**src/hw/reset_init_pkg.sv**
```systemverilog
// Constants and types for the reset state initialiser
package reset_init_pkg;
   // Register byte offsets
   localparam logic [7:0] OFS_STATUS  = 8'h00;
   localparam logic [7:0] OFS_PC_LO   = 8'h04;
   localparam logic [7:0] OFS_SP      = 8'h08;
   localparam logic [7:0] OFS_ACCU    = 8'h0C;
   localparam logic [7:0] OFS_TAB_LO  = 8'h10;
   localparam logic [7:0] OFS_TAB_HI  = 8'h14;
   localparam logic [7:0] OFS_IPTR0   = 8'h18;
   localparam logic [7:0] OFS_ICTL0   = 8'h1C;
   localparam logic [7:0] OFS_MODE    = 8'h20;
   localparam logic [7:0] OFS_PA      = 8'h24;
   localparam logic [7:0] OFS_PA_DIR  = 8'h28;
   localparam logic [7:0] OFS_PA_PU   = 8'h2C;
   localparam logic [7:0] OFS_PA_WU   = 8'h30;
   localparam logic [7:0] OFS_EVT_ST  = 8'h34;
   localparam logic [7:0] OFS_EVT_EN  = 8'h38;
   localparam logic [7:0] OFS_EVT_CLR = 8'h3C;
   localparam logic [7:0] OFS_CAUSE   = 8'h40;
   // Status flag positions
   localparam int TIMEOUT_BIT   = 5;
   localparam int POWERDOWN_BIT = 4;
   // Reset values
   localparam logic [7:0] STATUS_POR = 8'h00;
   localparam logic [7:0] BYTE_ZERO  = 8'h00;
   localparam logic [6:0] ICTL0_POR  = 7'h00;
   localparam logic [7:0] MODE_POR   = 8'h03;
   localparam logic [5:0] PORT_ONES  = 6'h3F;
   localparam logic [5:0] PORT_ZEROS = 6'h00;
   localparam logic [3:0] EVT_ZERO   = 4'h0;
   // Event bit positions
   localparam int EVT_POR  = 0;
   localparam int EVT_LOWV = 1;
   localparam int EVT_WRUN = 2;
   localparam int EVT_WSLP = 3;
   localparam int EVT_N    = 4;

   // Reset cause taken in a cycle, one-hot
   typedef enum logic [4:0] {
      CAUSE_NONE = 5'b0_0001,
      CAUSE_POR  = 5'b0_0010,
      CAUSE_LOWV = 5'b0_0100,
      CAUSE_WRUN = 5'b0_1000,
      CAUSE_WSLP = 5'b1_0000
   } cause_t;

   // Core state handed to the rest of the device
   typedef struct packed {
      logic [7:0] status;
      logic [7:0] program_counter_low;
      logic [7:0] accumulator;
      logic [7:0] table_pointer_low;
      logic [7:0] table_pointer_high;
      logic [7:0] indirect_pointer_zero;
      logic [6:0] interrupt_control_zero;
      logic [7:0] system_mode_register;
      logic [5:0] port_a_data;
      logic [5:0] port_a_direction;
      logic [5:0] port_a_pullup;
      logic [5:0] port_a_wakeup;
   } core_state_t;
endpackage

```
**src/hw/reset_state_initialiser.sv**
```systemverilog
// Reset cause decode and register initial conditions, APB slave
// Notes on behaviour
// - Sleep watchdog reset zeroes counter and stack pointer, sets timeout
// - Timeout and powerdown flags live in status; power-on clears both
// - Run-mode low-voltage reset keeps both flags
// - Run-mode watchdog reset sets timeout, keeps powerdown
// - Sleep or idle watchdog reset leaves both flags at one
// - Power-on disables every interrupt source in interrupt control; evt_enable, which gates irq, keeps its value
// - Power-on clears watchdog and time base; watchdog then counts
// - Power-on switches all timer modules off
// - Power-on makes every port pin an input
// - Power-on points the stack pointer at the stack top
// - Status: power-on xx00, low-voltage kept, watchdog xx1u / uu11
// - Counter low cleared always; pointers, interrupt control unless sleep
// - Port data, direction ones; pull-up, wake-up zeros unless sleep
// - Accumulator, table pointers kept unless power-on; mode reset unless sleep reset
//
// The implementer's own choices: the APB interface to the registers and the address map.
`timescale 1ns/100ps
module reset_state_initialiser #(
   parameter int SP_W = 3
) (
   // APB slave
   input  wire logic                      pclk,
   input  wire logic                      presetn,
   input  wire logic                      psel,
   input  wire logic                      penable,
   input  wire logic                      pwrite,
   input  wire logic [7:0]                paddr,
   input  wire logic [31:0]               pwdata,
   output logic      [31:0]               prdata,
   output logic                           pready,
   output logic                           pslverr,
   // Reset sources
   input  wire logic                      por_req,
   input  wire logic                      low_voltage_reset,
   input  wire logic                      watchdog_timeout,
   input  wire logic                      sleep_mode,
   // Core state and control
   output reset_init_pkg::core_state_t    core,
   output logic      [SP_W-1:0]           stack_ptr,
   output logic                           core_restart,
   output logic                           watchdog_clear,
   output logic                           tb_clear,
   output logic                           watchdog_enable,
   output logic                           timers_off,
   output logic                           irq
);
   reset_init_pkg::cause_t next_cause;
   reset_init_pkg::cause_t cause;
   logic                   wr;
   logic                   rd_setup;
   logic                   mapped;
   logic                   full;
   logic                   any_rst;
   logic [31:0]            next_rdata;
   logic [3:0]             evt_status;
   logic [3:0]             evt_enable;
   logic [3:0]             evt_hit;
   logic [3:0]             evt_clr;

   ////////////////////////////////////////////////////////////////////
   // Cause decode; low-voltage detection is off in sleep or idle
   always_comb begin
      if (por_req) begin
         next_cause = reset_init_pkg::CAUSE_POR;
      end else if (low_voltage_reset && !sleep_mode) begin
         next_cause = reset_init_pkg::CAUSE_LOWV;
      end else if (watchdog_timeout && !sleep_mode) begin
         next_cause = reset_init_pkg::CAUSE_WRUN;
      end else if (watchdog_timeout) begin
         next_cause = reset_init_pkg::CAUSE_WSLP;
      end else begin
         next_cause = reset_init_pkg::CAUSE_NONE;
      end
   end

   // Full resets rebuild pointers, ports and mode; sleep reset does not
   assign full = next_cause == reset_init_pkg::CAUSE_POR
      || next_cause == reset_init_pkg::CAUSE_LOWV
      || next_cause == reset_init_pkg::CAUSE_WRUN;
   assign any_rst = next_cause != reset_init_pkg::CAUSE_NONE;

   // Last cause taken, for software
   always_ff @(posedge pclk or negedge presetn) begin
      if (!presetn) begin
         cause <= reset_init_pkg::CAUSE_POR;
      end else if (any_rst) begin
         cause <= next_cause;
      end
   end

   ////////////////////////////////////////////////////////////////////
   // APB decode; every access completes without wait states
   assign wr       = psel && penable && pwrite;
   assign rd_setup = psel && !penable && !pwrite;
   assign pready   = 1'b1;
   assign pslverr  = psel && penable && !mapped;

   // Status flags; a reset cause outranks a software write
   always_ff @(posedge pclk or negedge presetn) begin
      if (!presetn) begin
         core.status <= reset_init_pkg::STATUS_POR;
      end else begin
         case (next_cause)
            reset_init_pkg::CAUSE_POR: begin
               core.status <= reset_init_pkg::STATUS_POR;
            end
            reset_init_pkg::CAUSE_LOWV: core.status <= core.status;
            reset_init_pkg::CAUSE_WRUN: begin
               core.status[reset_init_pkg::TIMEOUT_BIT] <= 1'b1;
            end
            reset_init_pkg::CAUSE_WSLP: begin
               core.status[reset_init_pkg::TIMEOUT_BIT]   <= 1'b1;
               core.status[reset_init_pkg::POWERDOWN_BIT] <= 1'b1;
            end
            default: begin
               if (wr && paddr == reset_init_pkg::OFS_STATUS) begin
                  core.status <= pwdata[7:0];
               end
            end
         endcase
      end
   end

   // Counter low and stack pointer: zero on every cause
   always_ff @(posedge pclk or negedge presetn) begin
      if (!presetn) begin
         core.program_counter_low  <= reset_init_pkg::BYTE_ZERO;
         stack_ptr <= '0;
      end else if (any_rst) begin
         core.program_counter_low  <= reset_init_pkg::BYTE_ZERO;
         stack_ptr <= '0;
      end else if (wr && paddr == reset_init_pkg::OFS_PC_LO) begin
         core.program_counter_low <= pwdata[7:0];
      end
   end

   // Working registers: only power-on defines them, others keep them
   always_ff @(posedge pclk or negedge presetn) begin
      if (!presetn) begin
         core.accumulator        <= reset_init_pkg::BYTE_ZERO;
         core.table_pointer_low  <= reset_init_pkg::BYTE_ZERO;
         core.table_pointer_high <= reset_init_pkg::BYTE_ZERO;
      end else if (next_cause == reset_init_pkg::CAUSE_POR) begin
         core.accumulator        <= reset_init_pkg::BYTE_ZERO;
         core.table_pointer_low  <= reset_init_pkg::BYTE_ZERO;
         core.table_pointer_high <= reset_init_pkg::BYTE_ZERO;
      end else if (wr && !any_rst) begin
         if (paddr == reset_init_pkg::OFS_ACCU) begin
            core.accumulator <= pwdata[7:0];
         end
         if (paddr == reset_init_pkg::OFS_TAB_LO) begin
            core.table_pointer_low <= pwdata[7:0];
         end
         if (paddr == reset_init_pkg::OFS_TAB_HI) begin
            core.table_pointer_high <= pwdata[7:0];
         end
      end
   end

   // Pointer, interrupt control, mode and port registers
   always_ff @(posedge pclk or negedge presetn) begin
      if (!presetn) begin
         core.indirect_pointer_zero  <= reset_init_pkg::BYTE_ZERO;
         core.interrupt_control_zero <= reset_init_pkg::ICTL0_POR;
         core.system_mode_register   <= reset_init_pkg::MODE_POR;
         core.port_a_data            <= reset_init_pkg::PORT_ONES;
         core.port_a_direction       <= reset_init_pkg::PORT_ONES;
         core.port_a_pullup          <= reset_init_pkg::PORT_ZEROS;
         core.port_a_wakeup          <= reset_init_pkg::PORT_ZEROS;
      end else if (full) begin
         core.indirect_pointer_zero  <= reset_init_pkg::BYTE_ZERO;
         core.interrupt_control_zero <= reset_init_pkg::ICTL0_POR;
         core.system_mode_register   <= reset_init_pkg::MODE_POR;
         core.port_a_data            <= reset_init_pkg::PORT_ONES;
         core.port_a_direction       <= reset_init_pkg::PORT_ONES;
         core.port_a_pullup          <= reset_init_pkg::PORT_ZEROS;
         core.port_a_wakeup          <= reset_init_pkg::PORT_ZEROS;
      end else if (wr && !any_rst) begin
         case (paddr)
            reset_init_pkg::OFS_IPTR0: begin
               core.indirect_pointer_zero <= pwdata[7:0];
            end
            reset_init_pkg::OFS_ICTL0: begin
               core.interrupt_control_zero <= pwdata[6:0];
            end
            reset_init_pkg::OFS_MODE: begin
               core.system_mode_register <= pwdata[7:0];
            end
            reset_init_pkg::OFS_PA: begin
               core.port_a_data <= pwdata[5:0];
            end
            reset_init_pkg::OFS_PA_DIR: begin
               core.port_a_direction <= pwdata[5:0];
            end
            reset_init_pkg::OFS_PA_PU: begin
               core.port_a_pullup <= pwdata[5:0];
            end
            reset_init_pkg::OFS_PA_WU: begin
               core.port_a_wakeup <= pwdata[5:0];
            end
            default: begin
               core.indirect_pointer_zero <= core.indirect_pointer_zero;
            end
         endcase
      end
   end

   ////////////////////////////////////////////////////////////////////
   // Side effects of a reset: core_restart pulses on any cause, the clears and timers_off on a full reset; the watchdog never
   // stops, watchdog_enable stays high and it only restarts from a clear count
   always_ff @(posedge pclk or negedge presetn) begin
      if (!presetn) begin
         core_restart    <= 1'b1;
         watchdog_clear  <= 1'b1;
         tb_clear        <= 1'b1;
         timers_off      <= 1'b1;
         watchdog_enable <= 1'b1;
      end else begin
         core_restart    <= any_rst;
         watchdog_clear  <= full;
         tb_clear        <= full;
         timers_off      <= full;
         watchdog_enable <= 1'b1;
      end
   end

   ////////////////////////////////////////////////////////////////////
   // Sticky event bits; a new event wins over a clear in the same cycle
   assign evt_hit = next_cause[4:1];
   assign evt_clr = (wr && paddr == reset_init_pkg::OFS_EVT_CLR)
      ? pwdata[3:0] : reset_init_pkg::EVT_ZERO;

   for (genvar i = 0; i < reset_init_pkg::EVT_N; i++) begin : g_evt
      always_ff @(posedge pclk or negedge presetn) begin
         if (!presetn) begin
            evt_status[i] <= 1'b0;
         end else if (evt_hit[i]) begin
            evt_status[i] <= 1'b1;
         end else if (evt_clr[i]) begin
            evt_status[i] <= 1'b0;
         end
      end
   end

   // Enable mask
   always_ff @(posedge pclk or negedge presetn) begin
      if (!presetn) begin
         evt_enable <= reset_init_pkg::EVT_ZERO;
      end else if (wr && paddr == reset_init_pkg::OFS_EVT_EN) begin
         evt_enable <= pwdata[3:0];
      end
   end

   assign irq = |(evt_status & evt_enable);

   ////////////////////////////////////////////////////////////////////
   // Read mux; data is latched in the setup phase
   always_comb begin
      next_rdata = '0;
      mapped     = 1'b1;
      case (paddr)
         reset_init_pkg::OFS_STATUS:  next_rdata[7:0] = core.status;
         reset_init_pkg::OFS_PC_LO:   next_rdata[7:0] = core.program_counter_low;
         reset_init_pkg::OFS_SP:      next_rdata[SP_W-1:0] = stack_ptr;
         reset_init_pkg::OFS_ACCU:    next_rdata[7:0] = core.accumulator;
         reset_init_pkg::OFS_TAB_LO:  next_rdata[7:0] = core.table_pointer_low;
         reset_init_pkg::OFS_TAB_HI:  next_rdata[7:0] = core.table_pointer_high;
         reset_init_pkg::OFS_IPTR0:
            next_rdata[7:0] = core.indirect_pointer_zero;
         reset_init_pkg::OFS_ICTL0:
            next_rdata[6:0] = core.interrupt_control_zero;
         reset_init_pkg::OFS_MODE:
            next_rdata[7:0] = core.system_mode_register;
         reset_init_pkg::OFS_PA:      next_rdata[5:0] = core.port_a_data;
         reset_init_pkg::OFS_PA_DIR:  next_rdata[5:0] = core.port_a_direction;
         reset_init_pkg::OFS_PA_PU:   next_rdata[5:0] = core.port_a_pullup;
         reset_init_pkg::OFS_PA_WU:   next_rdata[5:0] = core.port_a_wakeup;
         reset_init_pkg::OFS_EVT_ST:  next_rdata[3:0] = evt_status;
         reset_init_pkg::OFS_EVT_EN:  next_rdata[3:0] = evt_enable;
         reset_init_pkg::OFS_EVT_CLR: next_rdata = '0;
         reset_init_pkg::OFS_CAUSE:   next_rdata[4:0] = cause;
         default:                     mapped = 1'b0;
      endcase
   end

   always_ff @(posedge pclk or negedge presetn) begin
      if (!presetn) begin
         prdata <= '0;
      end else if (rd_setup) begin
         prdata <= next_rdata;
      end
   end
endmodule

```
**config.mk**
```make
export PLATFORM = sky130hd
export DESIGN_NAME = reset_state_initialiser
export DESIGN_NICKNAME = d
export VERILOG_FILES = /design/src/hw/reset_init_pkg.sv /design/src/hw/reset_state_initialiser.sv
export SDC_FILE = /design/constraint.sdc
export NUM_CORES = 1
export LEC_CHECK = 0
export BUFFER_PORTS_ARGS = -buffer_cell sky130_fd_sc_hd__clkbuf_2
export CELL_PAD_IN_SITES_DETAIL_PLACEMENT = 0
export CELL_PAD_IN_SITES_GLOBAL_PLACEMENT = 1
export CORE_MARGIN = 5
export CORE_UTILIZATION = 36
export DETAILED_ROUTE_END_ITERATION = 10
export PLACE_DENSITY = 0.75
export SLEW_MARGIN = 20
export SYNTH_ARGS = -nofsm -noshare
export SYNTH_HDL_FRONTEND = slang
export SYNTH_SLANG_ARGS = --single-unit
```
**constraint.sdc**
```tcl
create_clock -name pclk -period 5.7 [get_ports pclk]
set_input_delay 1.14 -clock pclk [delete_from_list [all_inputs] [get_ports pclk]]
set_output_delay 1.14 -clock pclk [all_outputs]
set_load 0.02 [all_outputs]
```
## Word-level counts from Yosys, hierarchy flattened

Index checks and enable logic that the tools add are counted.

- Reduce and logical (&&, ||, !) cells: 58
- Eq/ne operators: 21
- Multiplexer cells: 41
- Divide/modulo/power cells: 0
- Magnitude comparators: 0
- Shift operators: 0
- $add $sub $neg: 0
- Multipliers: 0
- Bitwise operators: 4

Operators by type and width:

| operator | count |
|---|---|
| 47-bit 2-to-1 mux | 2 |
| 8-bit by 6-bit equality test with 1-bit output (second input constant) | 8 |
| 8-bit 2-to-1 mux | 8 |
| 24-bit 2-to-1 mux | 2 |
| 3-bit one-hot mux with 15 select lines | 1 |
| 2-bit nonzero test | 18 |
| 8-bit by 5-bit equality test with 1-bit output (second input constant) | 4 |
| 2-bit AND reduction | 13 |
| 6-bit 2-to-1 mux | 4 |
| 5-bit 2-to-1 mux | 4 |
| 17-bit OR reduction | 1 |
| 8-bit by 4-bit equality test with 1-bit output (second input constant) | 2 |
| 1-bit one-hot mux with 15 select lines | 1 |
| 1-bit one-hot mux with 13 select lines | 1 |
| 1-bit logical AND | 12 |
| 1-bit one-hot mux with 12 select lines | 1 |
| 1-bit 2-to-1 mux | 9 |
| 8-bit by 3-bit equality test with 1-bit output (second input constant) | 1 |
| 8-bit by 7-bit equality test with 1-bit output (second input constant) | 1 |
| 8-bit logical NOT | 1 |
| 1-bit one-hot mux with 8 select lines | 1 |
| 4-bit one-hot mux with 2 select lines | 1 |
| 7-bit 2-to-1 mux | 1 |
| 1-bit one-hot mux with 7 select lines | 1 |
| other kinds (16) | 26 |

- ROM bits: 0
- Latch bits: 0
- Register bits after elaboration: 110
- Bits in writable memories: 0
- Output and inout bits: 130
- Memories: 0

## Logic depth before layout (Yosys ltp)

- Depth after elaboration: 10
- Mapped depth: 9
- Mapped depth without buffers: 6

## Worst setup path after synthesis

OpenSTA, ideal clock, no wires.

- Path type: input -> output
- Start point: input port paddr[5]
- End point: output port pslverr
- Setup slack: 2.206 ns
- Arrival time: 2.354 ns
- Required time: 4.560 ns
- Stages: 5
- Cell sequence: buf_2 -> or4_1 -> nor2_1 -> nor2_1 -> o2111a_1

- Cells in the longest elaborated chain, start to end: 5
- Elaborated cells between the ends (all ways): 21
- Those cells by class: eq/ne: 16; mux: 1; reduce/logical: 4

RTL lines:

| element | RTL line | text |
|---|---|---|
| start, declared | reset_state_initialiser.sv:29 | `input wire logic [7:0] paddr,` |
| 8-bit by 3-bit equality test with 1-bit output (tied with other cells) | reset_state_initialiser.sv:263 | `case (paddr)` |
| 17-bit OR reduction (no line) * | - |  |
| 1-bit 2-to-1 mux * | reset_state_initialiser.sv:263 |  |
| 1-bit logical NOT * | reset_state_initialiser.sv:98 | `assign pslverr = psel && penable && !mapped;` |
| 1-bit logical AND * | reset_state_initialiser.sv:98 |  |
| end, declared | reset_state_initialiser.sv:33 | `output logic pslverr,` |

Every way passes the cells marked *; elsewhere a longest branch is shown, timed or not.

## Worst setup path in the final report

Same ends and word-level chain as after synthesis.

==> results.yml <==
outcome:
  status: "finished clean"
pwr:
  total_power_w: 0.001564
  p_leak_nw: 3.353
  power.density_nw_per_um2: 228.2
  ir_drop_mv: 0.1449
drt:
  drc_errors: 0
  drt-total-wl_um: 20160
  wl_per_cell_um: 21.89
  ant_nets: 0
  avgViaCountPerCell: 5.491
  vias: 5057
  drtPass1Iterations: 5
  drtIter0Drc: 472
final_layout:
  finalNetCount: 749
  fin_util_pct: 42.82
  layout_commonest_cell: "clkbuf_2"
  area_delta_synth_final_pct: 15.72
  layout_common_cells: "124 x clkbuf_2, 104 x nand2_1, 93 x dfrtp_1, 54 x mux2i_1, 46 x nor2_1"
  antenna_cells: 0
  fin_cells: 921
  fillers: 1625
  drive_gt1_share_pct: 30.50
sta:
  layout_worst_path_cycle_share_pct: 71.49
  setup_slack_ps: 1625
  hold_viol_final: 0
  finalSetupViolCount: 0
  maxSlewViolCount: 0
  min_period_ps: 4075
  grt_setup_unrepaired: "no"
  tightest_slew_ps: 1227
  slew_headroom_pct: 18.00
  clock_skew_ps: 10.05
  final.setup.tns_ps: 0
  max_clock_freq_mhz: 245.4
logic_synthesis:
  synth.distinct_cells: 64
  synth.cell_area_um2: 5921
  synth-xor-area-share_pct: 0
  yosys_warnings: 0
  synth_top_area_share_pct: 39.31
  ys_ff_latch: 110
  synthTopCellsByArea: "dfrtp_1 39%, mux2i_1 9.1%, dfstp_2 7.5%"
  synth_compound_area_share_pct: 12.93
  synth_top_cell_by_area: "dfrtp_1"
  synthMuxAreaShare_pct: 13.95
  ys.flop_type: "dfrtp_1"
  synth.avg_cell_area_um2: 9.851
  syn_inst: 601
  synth_top_family_by_area: "simple AND/OR/NAND/NOR gates"
  synth_edf_count: 0
  synthSimpleGateAreaFrac_pct: 18.74
  ys_seq_area_share_pct: 46.85
  async_flop_share_pct: 100.0
  yosys.area_share.adder_pct: 0
critical_path:
  r2r_start: "core[8]"
  worst_ep_arrival_time_ps: 2940
  worstSetupEndpoint: "pslverr"
  r2r_setup_slack_ps: 4100
  cp_top_family: "simple AND/OR/NAND/NOR gates"
  path_class: "input pin to output port"
  cp-startpoint: "paddr[5]"
  start_kind: "input pin"
  worstPathMaxFanout: 15
  cp_common_cell: "clkbuf_2"
  rr_worst_depth: 5
  critPathMaxStageDelay_ps: 820
  crit_chain: "clkbuf_2, nor4bb_1, nor2_1, o2111a_1, clkbuf_2"
  worst_setup_path_end_kind: "output port"
  cp.required_ps: 4560
  critPathBufInv: 2
  crit-reg2reg-capture: "prdata[2]"
  cp_num_cells: 5
  cpMaxStageDelayCell: "nor4bb_1"
place:
  pre_cts_ws_ps: 1688
  io_buffers: 125
  dpl.hpwl_um: 14850
  place_congestion: 0.8916
  placed_cells: 905
clock_tree:
  post_cts_buffers: 0
  cts_buffer_depth: 2
  cts_resized: 0
  cts_made_buffers: 9
  clk_latency_ps: 370
  tritoncts: "yes"
  cts-htree-levels: 3
  hold_buffers: 0
  clock_sinks: 110
  path_clk_slew_ps: 70
  root_buffer: "clkbuf_16"
global_routing:
  grt_max_degree: 65
  grt_pass1_wl_um: 31390
  track_usage_pct: 20.89
  grt_pass1_vias: 5118
  antenna_found_initial: 2
  overflow: 0
min_path:
  hp-class: "register to register"
die:
  dieHeight_um: 138.2
  die_area_um2: 19110
  start_util_pct: 37.00
  rows: 46
  die_x_um: 138.2
  num_io_pins: 179
  core_area_um2: 16000
flow_run:
  drv_cap: 0
[power by group]
part	internal (W)	switching (W)	total, W
clock network	0.000307	0.000303	0.000610
registers	0.000788	0.00000576	0.000794
logic	0.0000358	0.000124	0.000160
total	0.00113	0.000433	0.00156
[cells by family after synthesis]
logic type             after synthesis
multiplexers                        76
flip-flops                         110
AND/OR/NAND/NOR                    225
buffers and inverters               76
other                                2
AO/OA/AOI/OAI                      112
[final cells by class]
cell class	count	area [µm²]	share of cell area (%)
clock buffer	10	239.0	3.488
sequential	110	2774	40.49
multi-input combinational	442	2829	41.29
inverter	4	15.01	0.2191
clock inverter	6	36.28	0.5296
tap	216	270.3	3.944
timing repair buffer	133	688.2	10.04
[worst reg2reg max path, stage by stage, from the launching register on]
cell and delay, ps:
dfrtp_1 430, mux2_2 290, a22o_1 190, a32oi_1 250
o21ai_0 130, o22a_1 190
[registers in the layout, indices dropped and copies added, names as in the netlist]
| signal | cells |
|---|---|
| cause | 5 |
| core | 87 |
| core_restart | 1 |
| evt_enable | 4 |
| evt_status | 4 |
| prdata | 8 |
| timers_off | 1 |
[worst min-delay path by stage]
stage | start | end | slack, ps | depth (start not counted)
2_1_floorplan | cause[1] | cause[1] | 440 | 2
3_3_place_gp | cause[1] | cause[1] | 450 | 2
3_5_place_dp | cause[1] | cause[1] | 450 | 2
4_1_cts | cause[1] | cause[1] | 460 | 2
5_1_grt | cause[3] | cause[3] | 490 | 1
6_report | cause[1] | cause[1] | 460 | 2
[metal layers]
metal | GRT usage, % | share of wire (%) | vias up
met3 | 5.448 | 8.3 | 35
met4 | 8.632 | 3.0 | 2
met2 | 31.63 | 46 | 246
met1 | 28.49 | 43 | 2508
met5 | 0 | 0.074 | -
li1 | - | - | 2266
[cell usage after synthesis, types with 3 or more instances]
cell	count
o21ai_0	13
nor2_1	46
o22ai_1	3
a32oi_1	4
mux2_2	19
o22a_1	3
a22oi_1	8
nor4_1	3
a22o_1	14
a21o_1	3
and3_1	6
clkbuf_1	20
nand3_1	13
mux2i_1	54
nor3_1	12
buf_4	31
dfstp_2	17
a2bb2oi_1	3
nor2b_1	3
nand3_2	7
dfrtp_1	93
buf_2	17
nand4_1	3
a32o_1	4
and2_1	3
nand2_1	104
a21oi_1	40
nor2_2	7
[stage by stage]
| stage | cell area, µm² | hold WS (ps) |
|---|---|---|
| floorplan | 6022 | 436.8 |
| global placement | 6576 | 446.4 |
| detailed placement | 6576 | 454.2 |
| CTS | 6852 | 464.7 |
| global route | 6852 | 487.0 |
| finish | 6852 | 460.9 |
Power figures use the tool's default switching activity.
